$ cat config.mk
export PLATFORM = sky130hd
export DESIGN_NAME = mcfg_top
export DESIGN_NICKNAME = d
export VERILOG_FILES = /design/src/logic/mcfg_pkg.sv /design/src/logic/mcfg_top.sv
export SDC_FILE = /design/constraint.sdc
export NUM_CORES = 1
export LEC_CHECK = 0
export BUFFER_PORTS_ARGS = -buffer_cell sky130_fd_sc_hd__buf_2
export CAP_MARGIN = 20
export CORE_MARGIN = 2
export CORE_UTILIZATION = 48
export CTS_CLUSTER_SIZE = 20
export DETAILED_ROUTE_END_ITERATION = 12
export GPL_ROUTABILITY_DRIVEN = 1
export PLACE_DENSITY = 0.85
export SYNTH_ARGS = -nofsm -noshare
export SYNTH_HDL_FRONTEND = slang
export SYNTH_SLANG_ARGS = --single-unit
$ cat constraint.sdc
create_clock -name i_clk -period 8.9 [get_ports i_clk]
set_input_delay 1.78 -clock i_clk [delete_from_list [all_inputs] [get_ports i_clk]]
set_output_delay 1.78 -clock i_clk [all_outputs]
set_load 0.02 [all_outputs]
$ cat src/logic/mcfg_pkg.sv
/*
  Package for the memory configuration register and chip-select decode.
  Assumes a single 50 MHz clock domain and a plain register port.
*/
package mcfg_pkg;
  // ==========================================================
  // Register map
  localparam logic [31:0] MCFG_ADDR_CFG   = 32'h01f80010;
  // ==========================================================
  // Field positions
  localparam int MCFG_BCNT_LSB  = 0;
  localparam int MCFG_SP0_SEL   = 2;
  localparam int MCFG_SP0_LSB   = 3;
  localparam int MCFG_SP1_SEL   = 6;
  localparam int MCFG_SP1_LSB   = 7;
  localparam int MCFG_RAM_SIZE_LSB  = 10;
  localparam int MCFG_RPAR      = 13;
  localparam int MCFG_REDAC     = 14;
  localparam int MCFG_PWR       = 16;
  localparam int MCFG_P8        = 17;
  localparam int MCFG_PROM_SIZE_LSB  = 18;
  localparam int MCFG_EXCHANGE_MEM_SIZE_LSB  = 24;
  localparam int MCFG_EPAR      = 27;
  localparam int MCFG_EEDAC     = 28;
  localparam int MCFG_EEX       = 29;
  // ==========================================================
  // Writable bits and reset value (bit 17 comes from the pin)
  localparam logic [31:0] MCFG_WR_MASK  = 32'h3f1d7fff;
  localparam logic [31:0] MCFG_RST_VAL  = 32'h00010000;
  // ==========================================================
  // Size bases, in bytes, and RAM bank count
  localparam logic [31:0] MCFG_RAM_BASE  = 32'h00040000;
  localparam logic [31:0] MCFG_PROM_BASE = 32'h00020000;
  localparam logic [31:0] MCFG_XCH_BASE  = 32'h00001000;
  localparam int          MCFG_NBANK     = 8;
endpackage : mcfg_pkg

$ cat src/logic/mcfg_top.sv
/*
  Memory configuration register with RAM bank chip-select decode,
  spare bank substitution, size decode and protection enables.
  Assumes synchronous inputs, one clock, and a register master that
  never issues read and write strobes together.
*/
module mcfg_top (
  input  wire logic        i_clk,             // 50 MHz clock
  input  wire logic        i_rst,             // Async reset, active high
  input  wire logic [31:0] i_addr,            // Register byte address
  input  wire logic [31:0] i_wdata,           // Write data
  input  wire logic        i_wr,              // Write strobe
  input  wire logic        i_rd,              // Read strobe
  output logic      [31:0] o_rdata,           // Read data, cycle after strobe
  input  wire logic        i_prom_width_pin,  // Strap: 1 is 40-bit PROM
  input  wire logic        i_prom_write_strap,// External PROM write allowed
  input  wire logic        i_parity_check_inhibit, // Skip parity checks
  input  wire logic        i_ram_req,         // RAM access request
  input  wire logic [2:0]  i_ram_bank,        // Bank addressed
  output logic      [9:0]  o_ram_bank_select, // Chip selects, 8/9 are spares
  output logic      [31:0] o_ram_size,        // RAM bank size in bytes
  output logic      [31:0] o_prom_size,       // PROM size in bytes
  output logic      [31:0] o_exchange_size,   // Exchange size in bytes
  output logic             o_ram_par_chk,     // Check RAM parity
  output logic             o_ram_edac,        // RAM EDAC on
  output logic             o_xch_par_chk,     // Check exchange parity
  output logic             o_xch_edac,        // Exchange EDAC on
  output logic             o_exchange_present,// Exchange memory present
  output logic             o_prom_write_ok,   // PROM writes allowed
  output logic             o_prom_wide        // 40-bit PROM with EDAC
);
  import mcfg_pkg::*;

  // ==========================================================
  // Register storage
  logic [31:0] cfg_q;
  logic        p8_q;
  logic        p8_load_q;
  logic [31:0] rdata_q;
  logic [9:0]  cs_q;
  logic [31:0] rsz_q;
  logic [31:0] psz_q;
  logic [31:0] esz_q;
  logic        rpc_q;
  logic        red_q;
  logic        xpc_q;
  logic        xed_q;
  logic        xpr_q;
  logic        pwo_q;
  logic        pw_q;

  wire         sel_cfg  = (i_addr == MCFG_ADDR_CFG);
  wire         wr_cfg   = i_wr & sel_cfg;
  wire  [31:0] cfg_d    = wr_cfg ? (i_wdata & MCFG_WR_MASK) : cfg_q;
  wire  [31:0] cfg_view = cfg_q | ({31'h0, p8_q} << MCFG_P8);
  wire  [31:0] rdata_d  = (i_rd & sel_cfg) ? cfg_view : 32'h0;

  // ==========================================================
  // Field decode
  wire  [1:0]  bank_cnt  = cfg_q[MCFG_BCNT_LSB +: 2];
  wire         sp0_sel   = cfg_q[MCFG_SP0_SEL];
  wire  [2:0]  sp0_tgt   = cfg_q[MCFG_SP0_LSB +: 3];
  wire         sp1_sel   = cfg_q[MCFG_SP1_SEL];
  wire  [2:0]  sp1_tgt   = cfg_q[MCFG_SP1_LSB +: 3];

  wire  [7:0]  bank_en   = (bank_cnt == 2'h0) ? 8'h01 :
                           (bank_cnt == 2'h1) ? 8'h03 :
                           (bank_cnt == 2'h2) ? 8'h0f : 8'hff;
  wire         sp0_hit   = sp0_sel & (i_ram_bank == sp0_tgt);
  // spare 1 blocked on equal targets
  wire         sp1_ok    = sp1_sel & (sp1_tgt != sp0_tgt);
  wire         sp1_hit   = sp1_ok & (i_ram_bank == sp1_tgt);
  wire  [7:0]  bank_hot;
  wire  [9:0]  cs_d;

  genvar g;
  generate
    for (g = 0; g < MCFG_NBANK; g++) begin : g_bank
      assign bank_hot[g] = (i_ram_bank == 3'(g)) & bank_en[g];
    end
  endgenerate

  assign cs_d = i_ram_req ?
                {sp1_hit, sp0_hit, (sp0_hit | sp1_hit) ? 8'h00 : bank_hot} : 10'h0;

  wire  [31:0] rsz_d = MCFG_RAM_BASE  << cfg_q[MCFG_RAM_SIZE_LSB +: 3];
  wire  [31:0] psz_d = MCFG_PROM_BASE << cfg_q[MCFG_PROM_SIZE_LSB +: 3];
  wire  [31:0] esz_d = MCFG_XCH_BASE  << cfg_q[MCFG_EXCHANGE_MEM_SIZE_LSB +: 3];
  wire         rpc_d = (cfg_q[MCFG_RPAR] | cfg_q[MCFG_REDAC]) & ~i_parity_check_inhibit;
  wire         xpc_d = (cfg_q[MCFG_EPAR] | cfg_q[MCFG_EEDAC]) & ~i_parity_check_inhibit;
  wire         pwo_d = cfg_q[MCFG_PWR] & i_prom_write_strap;
  wire         red_d = cfg_q[MCFG_REDAC];
  wire         xed_d = cfg_q[MCFG_EEDAC];
  wire         xpr_d = cfg_q[MCFG_EEX];
  wire         pw_d  = p8_q;

  // ==========================================================
  // Flops
  always_ff @(posedge i_clk or posedge i_rst) begin
    if (i_rst) begin
      cfg_q     <= MCFG_RST_VAL;
      rdata_q   <= 32'h0;
    end else begin
      cfg_q     <= cfg_d;
      rdata_q   <= rdata_d;
    end
  end

  always_ff @(posedge i_clk or posedge i_rst) begin
    if (i_rst) begin
      p8_q      <= 1'b0;
      p8_load_q <= 1'b1;
    end else begin
      p8_load_q <= 1'b0;
      if (p8_load_q) begin
        p8_q    <= i_prom_width_pin;
      end
    end
  end

  // ==========================================================
  // Select and output flops
  // registered selects
  always_ff @(posedge i_clk or posedge i_rst) begin
    if (i_rst) begin
      cs_q  <= 10'h0;
    end else begin
      cs_q  <= cs_d;
    end
  end

  always_ff @(posedge i_clk or posedge i_rst) begin
    if (i_rst) begin
      rsz_q <= 32'h0;
      psz_q <= 32'h0;
      esz_q <= 32'h0;
    end else begin
      rsz_q <= rsz_d;
      psz_q <= psz_d;
      esz_q <= esz_d;
    end
  end

  always_ff @(posedge i_clk or posedge i_rst) begin
    if (i_rst) begin
      rpc_q <= 1'b0;
      red_q <= 1'b0;
      xpc_q <= 1'b0;
      xed_q <= 1'b0;
      xpr_q <= 1'b0;
      pwo_q <= 1'b0;
      pw_q  <= 1'b0;
    end else begin
      rpc_q <= rpc_d;
      red_q <= red_d;
      xpc_q <= xpc_d;
      xed_q <= xed_d;
      xpr_q <= xpr_d;
      pwo_q <= pwo_d;
      pw_q  <= pw_d;
    end
  end

  // ==========================================================
  // Output drive
  assign o_rdata            = rdata_q;
  assign o_ram_bank_select  = cs_q;
  assign o_ram_size         = rsz_q;
  assign o_prom_size        = psz_q;
  assign o_exchange_size    = esz_q;
  assign o_ram_par_chk      = rpc_q;
  assign o_ram_edac         = red_q;
  assign o_xch_par_chk      = xpc_q;
  assign o_xch_edac         = xed_q;
  assign o_exchange_present = xpr_q;
  assign o_prom_write_ok    = pwo_q;
  assign o_prom_wide        = pw_q;

  // ==========================================================
  // Assertions
  a_bank_range: assert property (@(posedge i_clk) disable iff (i_rst)
    i_ram_req && bank_cnt == 2'h0 && i_ram_bank != 3'h0 && !sp0_hit && !sp1_hit
    |=> o_ram_bank_select == 10'h0)
    else $error("bank beyond count selected");
  a_spare0_sub: assert property (@(posedge i_clk) disable iff (i_rst)
    i_ram_req && sp0_hit |=> o_ram_bank_select == 10'h100)
    else $error("spare 0 not substituted");
  a_spare1_sub: assert property (@(posedge i_clk) disable iff (i_rst)
    i_ram_req && sp1_hit && !sp0_hit |=> o_ram_bank_select == 10'h200)
    else $error("spare 1 not substituted");
  a_spare_tie: assert property (@(posedge i_clk) disable iff (i_rst)
    sp0_tgt == sp1_tgt |=> !o_ram_bank_select[9])
    else $error("spare 1 active on equal targets");
  a_ram_size: assert property (@(posedge i_clk) disable iff (i_rst)
    cfg_q[12:10] == 3'h7 |=> o_ram_size == 32'h02000000)
    else $error("ram size decode wrong");
  a_edac_par: assert property (@(posedge i_clk) disable iff (i_rst)
    cfg_q[MCFG_REDAC] && !i_parity_check_inhibit |=> o_ram_par_chk)
    else $error("edac without parity");
  a_par_inhibit: assert property (@(posedge i_clk) disable iff (i_rst)
    i_parity_check_inhibit |=> !o_ram_par_chk && !o_xch_par_chk)
    else $error("parity checked while inhibited");
  a_prom_wr: assert property (@(posedge i_clk) disable iff (i_rst)
    !i_prom_write_strap |=> !o_prom_write_ok)
    else $error("prom write without strap");
  a_resv_zero: assert property (@(posedge i_clk) disable iff (i_rst)
    i_rd |=> (o_rdata & 32'hc0e08000) == 32'h0)
    else $error("reserved bits nonzero");
  a_flag_ro: assert property (@(posedge i_clk) disable iff (i_rst)
    !p8_load_q ##1 wr_cfg |=> $stable(p8_q))
    else $error("width flag changed by write");
  a_xch_size: assert property (@(posedge i_clk) disable iff (i_rst)
    cfg_q[26:24] == 3'h0 |=> o_exchange_size == 32'h00001000)
    else $error("exchange size decode wrong");

  // ==========================================================
  // Chip select checks
  a_bank_onehot: assert property (@(posedge i_clk) disable iff (i_rst)
    i_ram_req && ({1'b0, i_ram_bank} < (4'h1 << bank_cnt)) && !sp0_hit && !sp1_hit
    |=> o_ram_bank_select == (10'h001 << $past(i_ram_bank)))
    else $error("enabled bank not selected");
  a_bank_idle: assert property (@(posedge i_clk) disable iff (i_rst)
    !i_ram_req |=> o_ram_bank_select == 10'h0)
    else $error("select without request");
  a_bank_upper: assert property (@(posedge i_clk) disable iff (i_rst)
    i_ram_req && bank_cnt != 2'h3 && i_ram_bank[2] && !sp0_hit && !sp1_hit
    |=> o_ram_bank_select == 10'h0)
    else $error("upper bank selected below full count");
  a_spare0_off: assert property (@(posedge i_clk) disable iff (i_rst)
    !sp0_sel |=> !o_ram_bank_select[8])
    else $error("spare 0 used while off");
  a_spare1_off: assert property (@(posedge i_clk) disable iff (i_rst)
    !sp1_sel |=> !o_ram_bank_select[9])
    else $error("spare 1 used while off");
  a_sel_onehot: assert property (@(posedge i_clk) disable iff (i_rst)
    $onehot0(o_ram_bank_select))
    else $error("two selects active");

  // ==========================================================
  // Size checks
  // every size code
  for (genvar k = 0; k < 8; k++) begin : g_size_chk
    a_ram_code: assert property (@(posedge i_clk) disable iff (i_rst)
      cfg_q[12:10] == 3'(k) |=> o_ram_size == (32'h00040000 << k))
      else $error("ram size code wrong");
    a_prom_code: assert property (@(posedge i_clk) disable iff (i_rst)
      cfg_q[20:18] == 3'(k) |=> o_prom_size == (32'h00020000 << k))
      else $error("prom size code wrong");
    a_xch_code: assert property (@(posedge i_clk) disable iff (i_rst)
      cfg_q[26:24] == 3'(k) |=> o_exchange_size == (32'h00001000 << k))
      else $error("exchange size code wrong");
  end
  a_new_size: assert property (@(posedge i_clk) disable iff (i_rst)
    wr_cfg |=> ##1 o_ram_size == (32'h00040000 << $past(i_wdata[12:10], 2)))
    else $error("new ram size not applied");

  // ==========================================================
  // Protection checks
  a_ram_par_on: assert property (@(posedge i_clk) disable iff (i_rst)
    cfg_q[MCFG_RPAR] && !i_parity_check_inhibit |=> o_ram_par_chk)
    else $error("ram parity not checked");
  a_ram_par_off: assert property (@(posedge i_clk) disable iff (i_rst)
    !cfg_q[MCFG_RPAR] && !cfg_q[MCFG_REDAC] |=> !o_ram_par_chk)
    else $error("ram parity checked while off");
  a_ram_edac_out: assert property (@(posedge i_clk) disable iff (i_rst)
    o_ram_edac == $past(cfg_q[MCFG_REDAC]))
    else $error("ram edac output wrong");
  a_xch_par_on: assert property (@(posedge i_clk) disable iff (i_rst)
    cfg_q[MCFG_EPAR] && !i_parity_check_inhibit |=> o_xch_par_chk)
    else $error("exchange parity not checked");
  a_xch_par_off: assert property (@(posedge i_clk) disable iff (i_rst)
    !cfg_q[MCFG_EPAR] && !cfg_q[MCFG_EEDAC] |=> !o_xch_par_chk)
    else $error("exchange parity checked while off");
  a_xch_edac_par: assert property (@(posedge i_clk) disable iff (i_rst)
    cfg_q[MCFG_EEDAC] && !i_parity_check_inhibit |=> o_xch_par_chk)
    else $error("exchange edac without parity");
  a_xch_edac_out: assert property (@(posedge i_clk) disable iff (i_rst)
    o_xch_edac == $past(cfg_q[MCFG_EEDAC]))
    else $error("exchange edac output wrong");
  a_xch_present: assert property (@(posedge i_clk) disable iff (i_rst)
    o_exchange_present == $past(cfg_q[MCFG_EEX]))
    else $error("exchange presence wrong");
  a_prom_wr_on: assert property (@(posedge i_clk) disable iff (i_rst)
    cfg_q[MCFG_PWR] && i_prom_write_strap |=> o_prom_write_ok)
    else $error("prom write refused");
  a_prom_wr_off: assert property (@(posedge i_clk) disable iff (i_rst)
    !cfg_q[MCFG_PWR] |=> !o_prom_write_ok)
    else $error("prom write while disabled");

  // ==========================================================
  // Register checks
  a_prom_wide: assert property (@(posedge i_clk) disable iff (i_rst)
    !p8_load_q |=> o_prom_wide == $past(p8_q))
    else $error("prom width output wrong");
  a_pin_load: assert property (@(posedge i_clk) disable iff (i_rst)
    p8_load_q && !i_rst |=> p8_q == $past(i_prom_width_pin))
    else $error("width flag not loaded from pin");
  a_flag_view: assert property (@(posedge i_clk) disable iff (i_rst)
    i_rd && sel_cfg && !p8_load_q |=> o_rdata[MCFG_P8] == p8_q)
    else $error("width flag read wrong");
  a_flag_nostore: assert property (@(posedge i_clk) disable iff (i_rst)
    !cfg_q[MCFG_P8])
    else $error("width flag stored from write");
  a_resv_store: assert property (@(posedge i_clk) disable iff (i_rst)
    (cfg_q & 32'hc0e08000) == 32'h0)
    else $error("reserved bits stored");
  a_cfg_write: assert property (@(posedge i_clk) disable iff (i_rst)
    wr_cfg |=> cfg_q == ($past(i_wdata) & 32'h3f1d7fff))
    else $error("register write wrong");
  a_cfg_hold: assert property (@(posedge i_clk) disable iff (i_rst)
    !wr_cfg |=> $stable(cfg_q))
    else $error("register changed without write");
  a_rd_unmapped: assert property (@(posedge i_clk) disable iff (i_rst)
    i_rd && !sel_cfg |=> o_rdata == 32'h0)
    else $error("unmapped read nonzero");

  // ==========================================================
  // Cover points
  c_spare0: cover property (@(posedge i_clk) disable iff (i_rst) o_ram_bank_select[8]);
  c_spare1: cover property (@(posedge i_clk) disable iff (i_rst) o_ram_bank_select[9]);
  c_all_banks: cover property (@(posedge i_clk) disable iff (i_rst) o_ram_bank_select[7]);
  c_cfg_read: cover property (@(posedge i_clk) disable iff (i_rst) i_rd && sel_cfg);
  c_spare_tie: cover property (@(posedge i_clk) disable iff (i_rst)
    i_ram_req && sp0_sel && sp1_sel && sp0_tgt == sp1_tgt);
endmodule // mcfg_top

======== After elaboration in Yosys (flattened, before gate mapping) ========
Cells that the tools add are included.
word-level totals
  register bits after elaboration ......... 170
  bits in latches ......................... 0
  bits in writable memories ............... 0
  bits in read-only memories .............. 0
  input bits .............................. 75
  word-level logic and storage cells ...... 60
  memories kept ........................... 0
cells by class
  add/subtract/negate cells ............... 0
  $mul .................................... 0
  div/mod/pow operators ................... 0
  order comparisons ....................... 0
  eq/ne operators ......................... 13
  shifts and indexed selects .............. 3
  muxes and demuxes ....................... 6
  bitwise operators ....................... 21
  reductions and logical operators ........ 2
operators by type and width
  operator                                                                 count
  32-bit by 25-bit equality test with 1-bit output, second input constant  1
  8-bit 2-to-1 mux                                                         4
  13-bit by 3-bit << shifter with 32-bit output, first input constant      1
  18-bit by 3-bit << shifter with 32-bit output, first input constant      1
  19-bit by 3-bit << shifter with 32-bit output, first input constant      1
  30-bit 2-to-1 mux                                                        1
  30-bit by 18-bit OR with 30-bit output                                   1
  1-bit AND                                                                16
  3-bit equality test, second input constant                               4
  10-bit 2-to-1 mux                                                        1
  3-bit by 2-bit equality test with 1-bit output, second input constant    2
  3-bit equality test                                                      2
  3-bit by 1-bit equality test with 1-bit output, second input constant    1
  3-bit logical NOT                                                        1
  3-bit inequality test                                                    1
  1-bit OR                                                                 3
  2-bit by 1-bit equality test with 1-bit output, second input constant    1
  2-bit equality test, second input constant                               1
  2-bit logical NOT                                                        1
  1-bit inverter                                                           1

======== Depth between registers and ports, before layout ========
  depth in word-level cells ............... 7
  gate-level depth with buffers ........... 5
  depth with buffers taken out ............ 4

======== Least setup slack after synthesis ========
No wires, ideal clock.
  path type ............................... input to register
  from .................................... input port i_addr[26]
  to ...................................... register cfg_q[0]
  arrival time ............................ 3.106 ns
  path slack .............................. 5.669 ns
  cell stages on the path ................. 5
  path buffers ............................ 1
  path through ............................ nor4_2 nand4_2 nor3_4 buf_12 mux2_4
between the ends
  longest elaborated chain between the ends .. 2
RTL lines
  element                                           RTL line         source
  start: declaration                                mcfg_top.sv:10   input wire logic [31:0] i_addr,
  32-bit by 25-bit equality test with 1-bit output  mcfg_top.sv:52   wire sel_cfg = (i_addr == MCFG_ADDR_CFG);
  1-bit AND                                         mcfg_top.sv:53   wire wr_cfg = i_wr & sel_cfg;
  end signal: assignment                            mcfg_top.sv:104  cfg_q <= cfg_d;
  end: declaration                                  mcfg_top.sv:36   logic [31:0] cfg_q;
No other way between the ends.
A chain may end at the register's enable or synchronous reset.

======== Final worst setup path ========
  from .................................... input port i_addr[26]
  to ...................................... register cfg_q[25]
Same word-level chain as after synthesis.

==> impl_metrics.ini <==
[setup_path]
crit_fanout = 25
cp.arrival_ps = 3470
criticalPathCategory = input pin to register
cpMaxStageDelayCell = buf_4
crit_buf_inv = 2
crit_chain = buf_2 -> nor4_2 -> nand4_2 -> nor3_4 -> buf_4 -> mux2_2
startpoint_type = input pin
cp_top_family = simple AND/OR/NAND/NOR gates
endpoint_kind = register
worstPathRequired_ps = 9130
slowest_delay_ps = 420

[detailed_routing]
antenna_left = 0
vias_per_cell = 4.42
drt_iter0_markers = 98
drt-pass1-iter-count = 4
wl_um = 7730
vias = 2478
wl_per_cell_um = 13.8
drc = 0

[final_layout]
final_common_cell = buf_2
n_antenna_cell = 0
mostFrequentLayoutCells = 134 x buf_2, 92 x dfrtp_1, 79 x conb_1, 27 x and2_1, 20 x mux2_4
multiInputGateArea_mm2 = 0.00133
n_fill_cell = 689
layout-drive-gt1-share = 0.410
final-seq-area_mm2 = 0.00235
area_growth_pct = 15.7
fin_nets = 526
layoutNonFillerInstCount = 561

[power_and_ir_drop]
total_power_mw = 0.764
power_leakage_nw = 2.72
vdd_drop_max_uv = 66.0
power_density_mw_per_mm2 = 162

[die]
fp.dieH_um = 96.3
fp.dieArea_mm2 = 0.00927
coreArea_mm2 = 0.00822
boundaryPins = 220
die_w_um = 96.3
start_util = 0.497
placementRows = 33

[timing]
fin_skew_ps = 8.76
min_period_over_period = 0.364
whs_ps = 399
final-hold-violation-count = 0
min_period_ps = 3240
rsz0062_at_grt = false
worst_slew_pin_slew_ps = 668
fin_setup_tns_ps = 0
final-setup-viol-count = 0
drv_slew = 0
timing.fmax_mhz = 309
slew_headroom = 0.554

[clock_tree]
cts_tree = built
post_cts_buffers = 0
path_clk_slew_ps = 90
clk-insertion-delay-late_ps = 340
cts.repair.resized = 0
clk_path_buf_depth = 2
clock-sinks = 94
cts-root-buf = clkbuf_8
cts_buffers = 9
cts-htree-levels = 3
ctsHoldBuffers = 0

[synthesis]
ys_seq_area_frac = 0.576
postSynthCellCount = 318
ys_seq_elements = 94
ys_warn_count = 0
synth.distinct_cells = 30
syn_avg_cell_area_um2 = 12.9
syn_area_mm2 = 0.00409

[min_path]
worstHoldPathType = register to register

[grt]
overflow = 0
grt_max_degree = 55
grt_pass1_vias = 2238
grt_use_total = 0.163
grt_pass1_wl_um = 11200
antenna_found_initial = 0

[place]
place.gp.congestion = 0.780
io_buffer_count = 134
place.detailed.hpwl_um = 5870
dp_cells = 545

[job]
drv_cap = 0

[status]
status = completed
sequential cells by signal, indices dropped and copies added (netlist names), 8 cells and up:
| register | count |
|---|---|
| o_rdata | 26 |
| cfg_q | 25 |
| o_ram_bank_select | 10 |
| o_exchange_size | 8 |
| o_prom_size | 8 |
| o_ram_size | 8 |
per-stage QoR:
stage | area (um^2) | util | setup WS, ps
after floorplan | 4380 | - | 4670
after global placement | 4530 | 0.552 | 5220
after detailed placement | 4530 | 0.552 | 5220
after CTS | 4730 | 0.575 | 5600
after global routing | 4730 | 0.575 | 5580
final | 4730 | 0.575 | 5660
logic make-up (layout without fill, tap and decap cells):
| group | count (synthesis) | count (layout) | synth area share |
|---|---|---|---|
| simple gates | 88 | 88 | 0.140 |
| xor+xnor | 9 | 9 | 0.0193 |
| buf+inv | 98 | 158 | 0.170 |
| compound gates | 2 | 2 | 0.00367 |
| flops | 94 | 94 | 0.576 |
| other cells | 1 | 79 | 0.000917 |
| mux | 26 | 26 | 0.0900 |
cells in the mapped netlist:
| master | n | area (um^2) |
|---|---|---|
| nor2_1 | 10 | 37.5 |
| nor3_1 | 10 | 50.1 |
| mux2_2 | 6 | 67.6 |
| nor3_4 | 1 | 16.3 |
| nand4_2 | 1 | 12.5 |
| nor4b_2 | 2 | 30.0 |
| nor3_2 | 1 | 10.0 |
| nand2_1 | 5 | 18.8 |
| clkbuf_1 | 13 | 48.8 |
| mux2_4 | 20 | 300 |
| conb_1 | 1 | 3.75 |
| and2_1 | 27 | 169 |
| xnor2_1 | 6 | 52.6 |
| or3_1 | 1 | 6.26 |
| and3_1 | 3 | 18.8 |
| nor4_2 | 1 | 12.5 |
| dfstp_2 | 2 | 52.6 |
| and3b_1 | 6 | 52.6 |
| nand3_1 | 1 | 5.00 |
| nor4_1 | 5 | 31.3 |
| and4_1 | 1 | 8.76 |
| xor2_1 | 3 | 26.3 |
| inv_1 | 5 | 18.8 |
| o211ai_1 | 2 | 15.0 |
| nor3b_1 | 9 | 67.6 |
| nor4b_1 | 1 | 8.76 |
| buf_12 | 2 | 40.0 |
| nand4_1 | 3 | 18.8 |
| dfrtp_1 | 92 | 2300 |
| buf_4 | 78 | 586 |
routing by layer:
metal  wire [um]  vias up  track usage  part of all wire
li1            -     1152            -                 -
met1        2850     1172        0.192              0.37
met2        4040      146        0.286              0.52
met3         705        8       0.0368             0.091
met4         135        0       0.0679             0.017
met5           0        -            0                 0
worst paths after layout:
check                            from                    to  slack (ps)  cells after the start
max                        i_addr[26]             cfg_q[25]        5660                      6
min                              p8_q           o_prom_wide         400                      0
max reg2reg                  cfg_q[4]  o_ram_bank_select[5]        7310                      4
min reg2reg                      p8_q           o_prom_wide         400                      0
max in group asynchronous       i_rst           o_rdata[18]        6300                      3
min in group asynchronous       i_rst  o_ram_bank_select[2]        1510                      2
power by group:
part           internal, mW  switching, mW
combinational        0.0138         0.0469
clock                 0.132          0.143
sequential            0.428       0.000451
total                 0.574          0.190
cell type report:
class                      count  share of cell area
sequential                    94               0.498
multi-input combinational    204               0.282
timing repair buffer         137               0.147
tap                          105              0.0278
clock buffer                  10              0.0270
clock inverter                 6              0.0146
inverter                       5             0.00423
No activity file was read; power rests on OpenSTA's default activity.
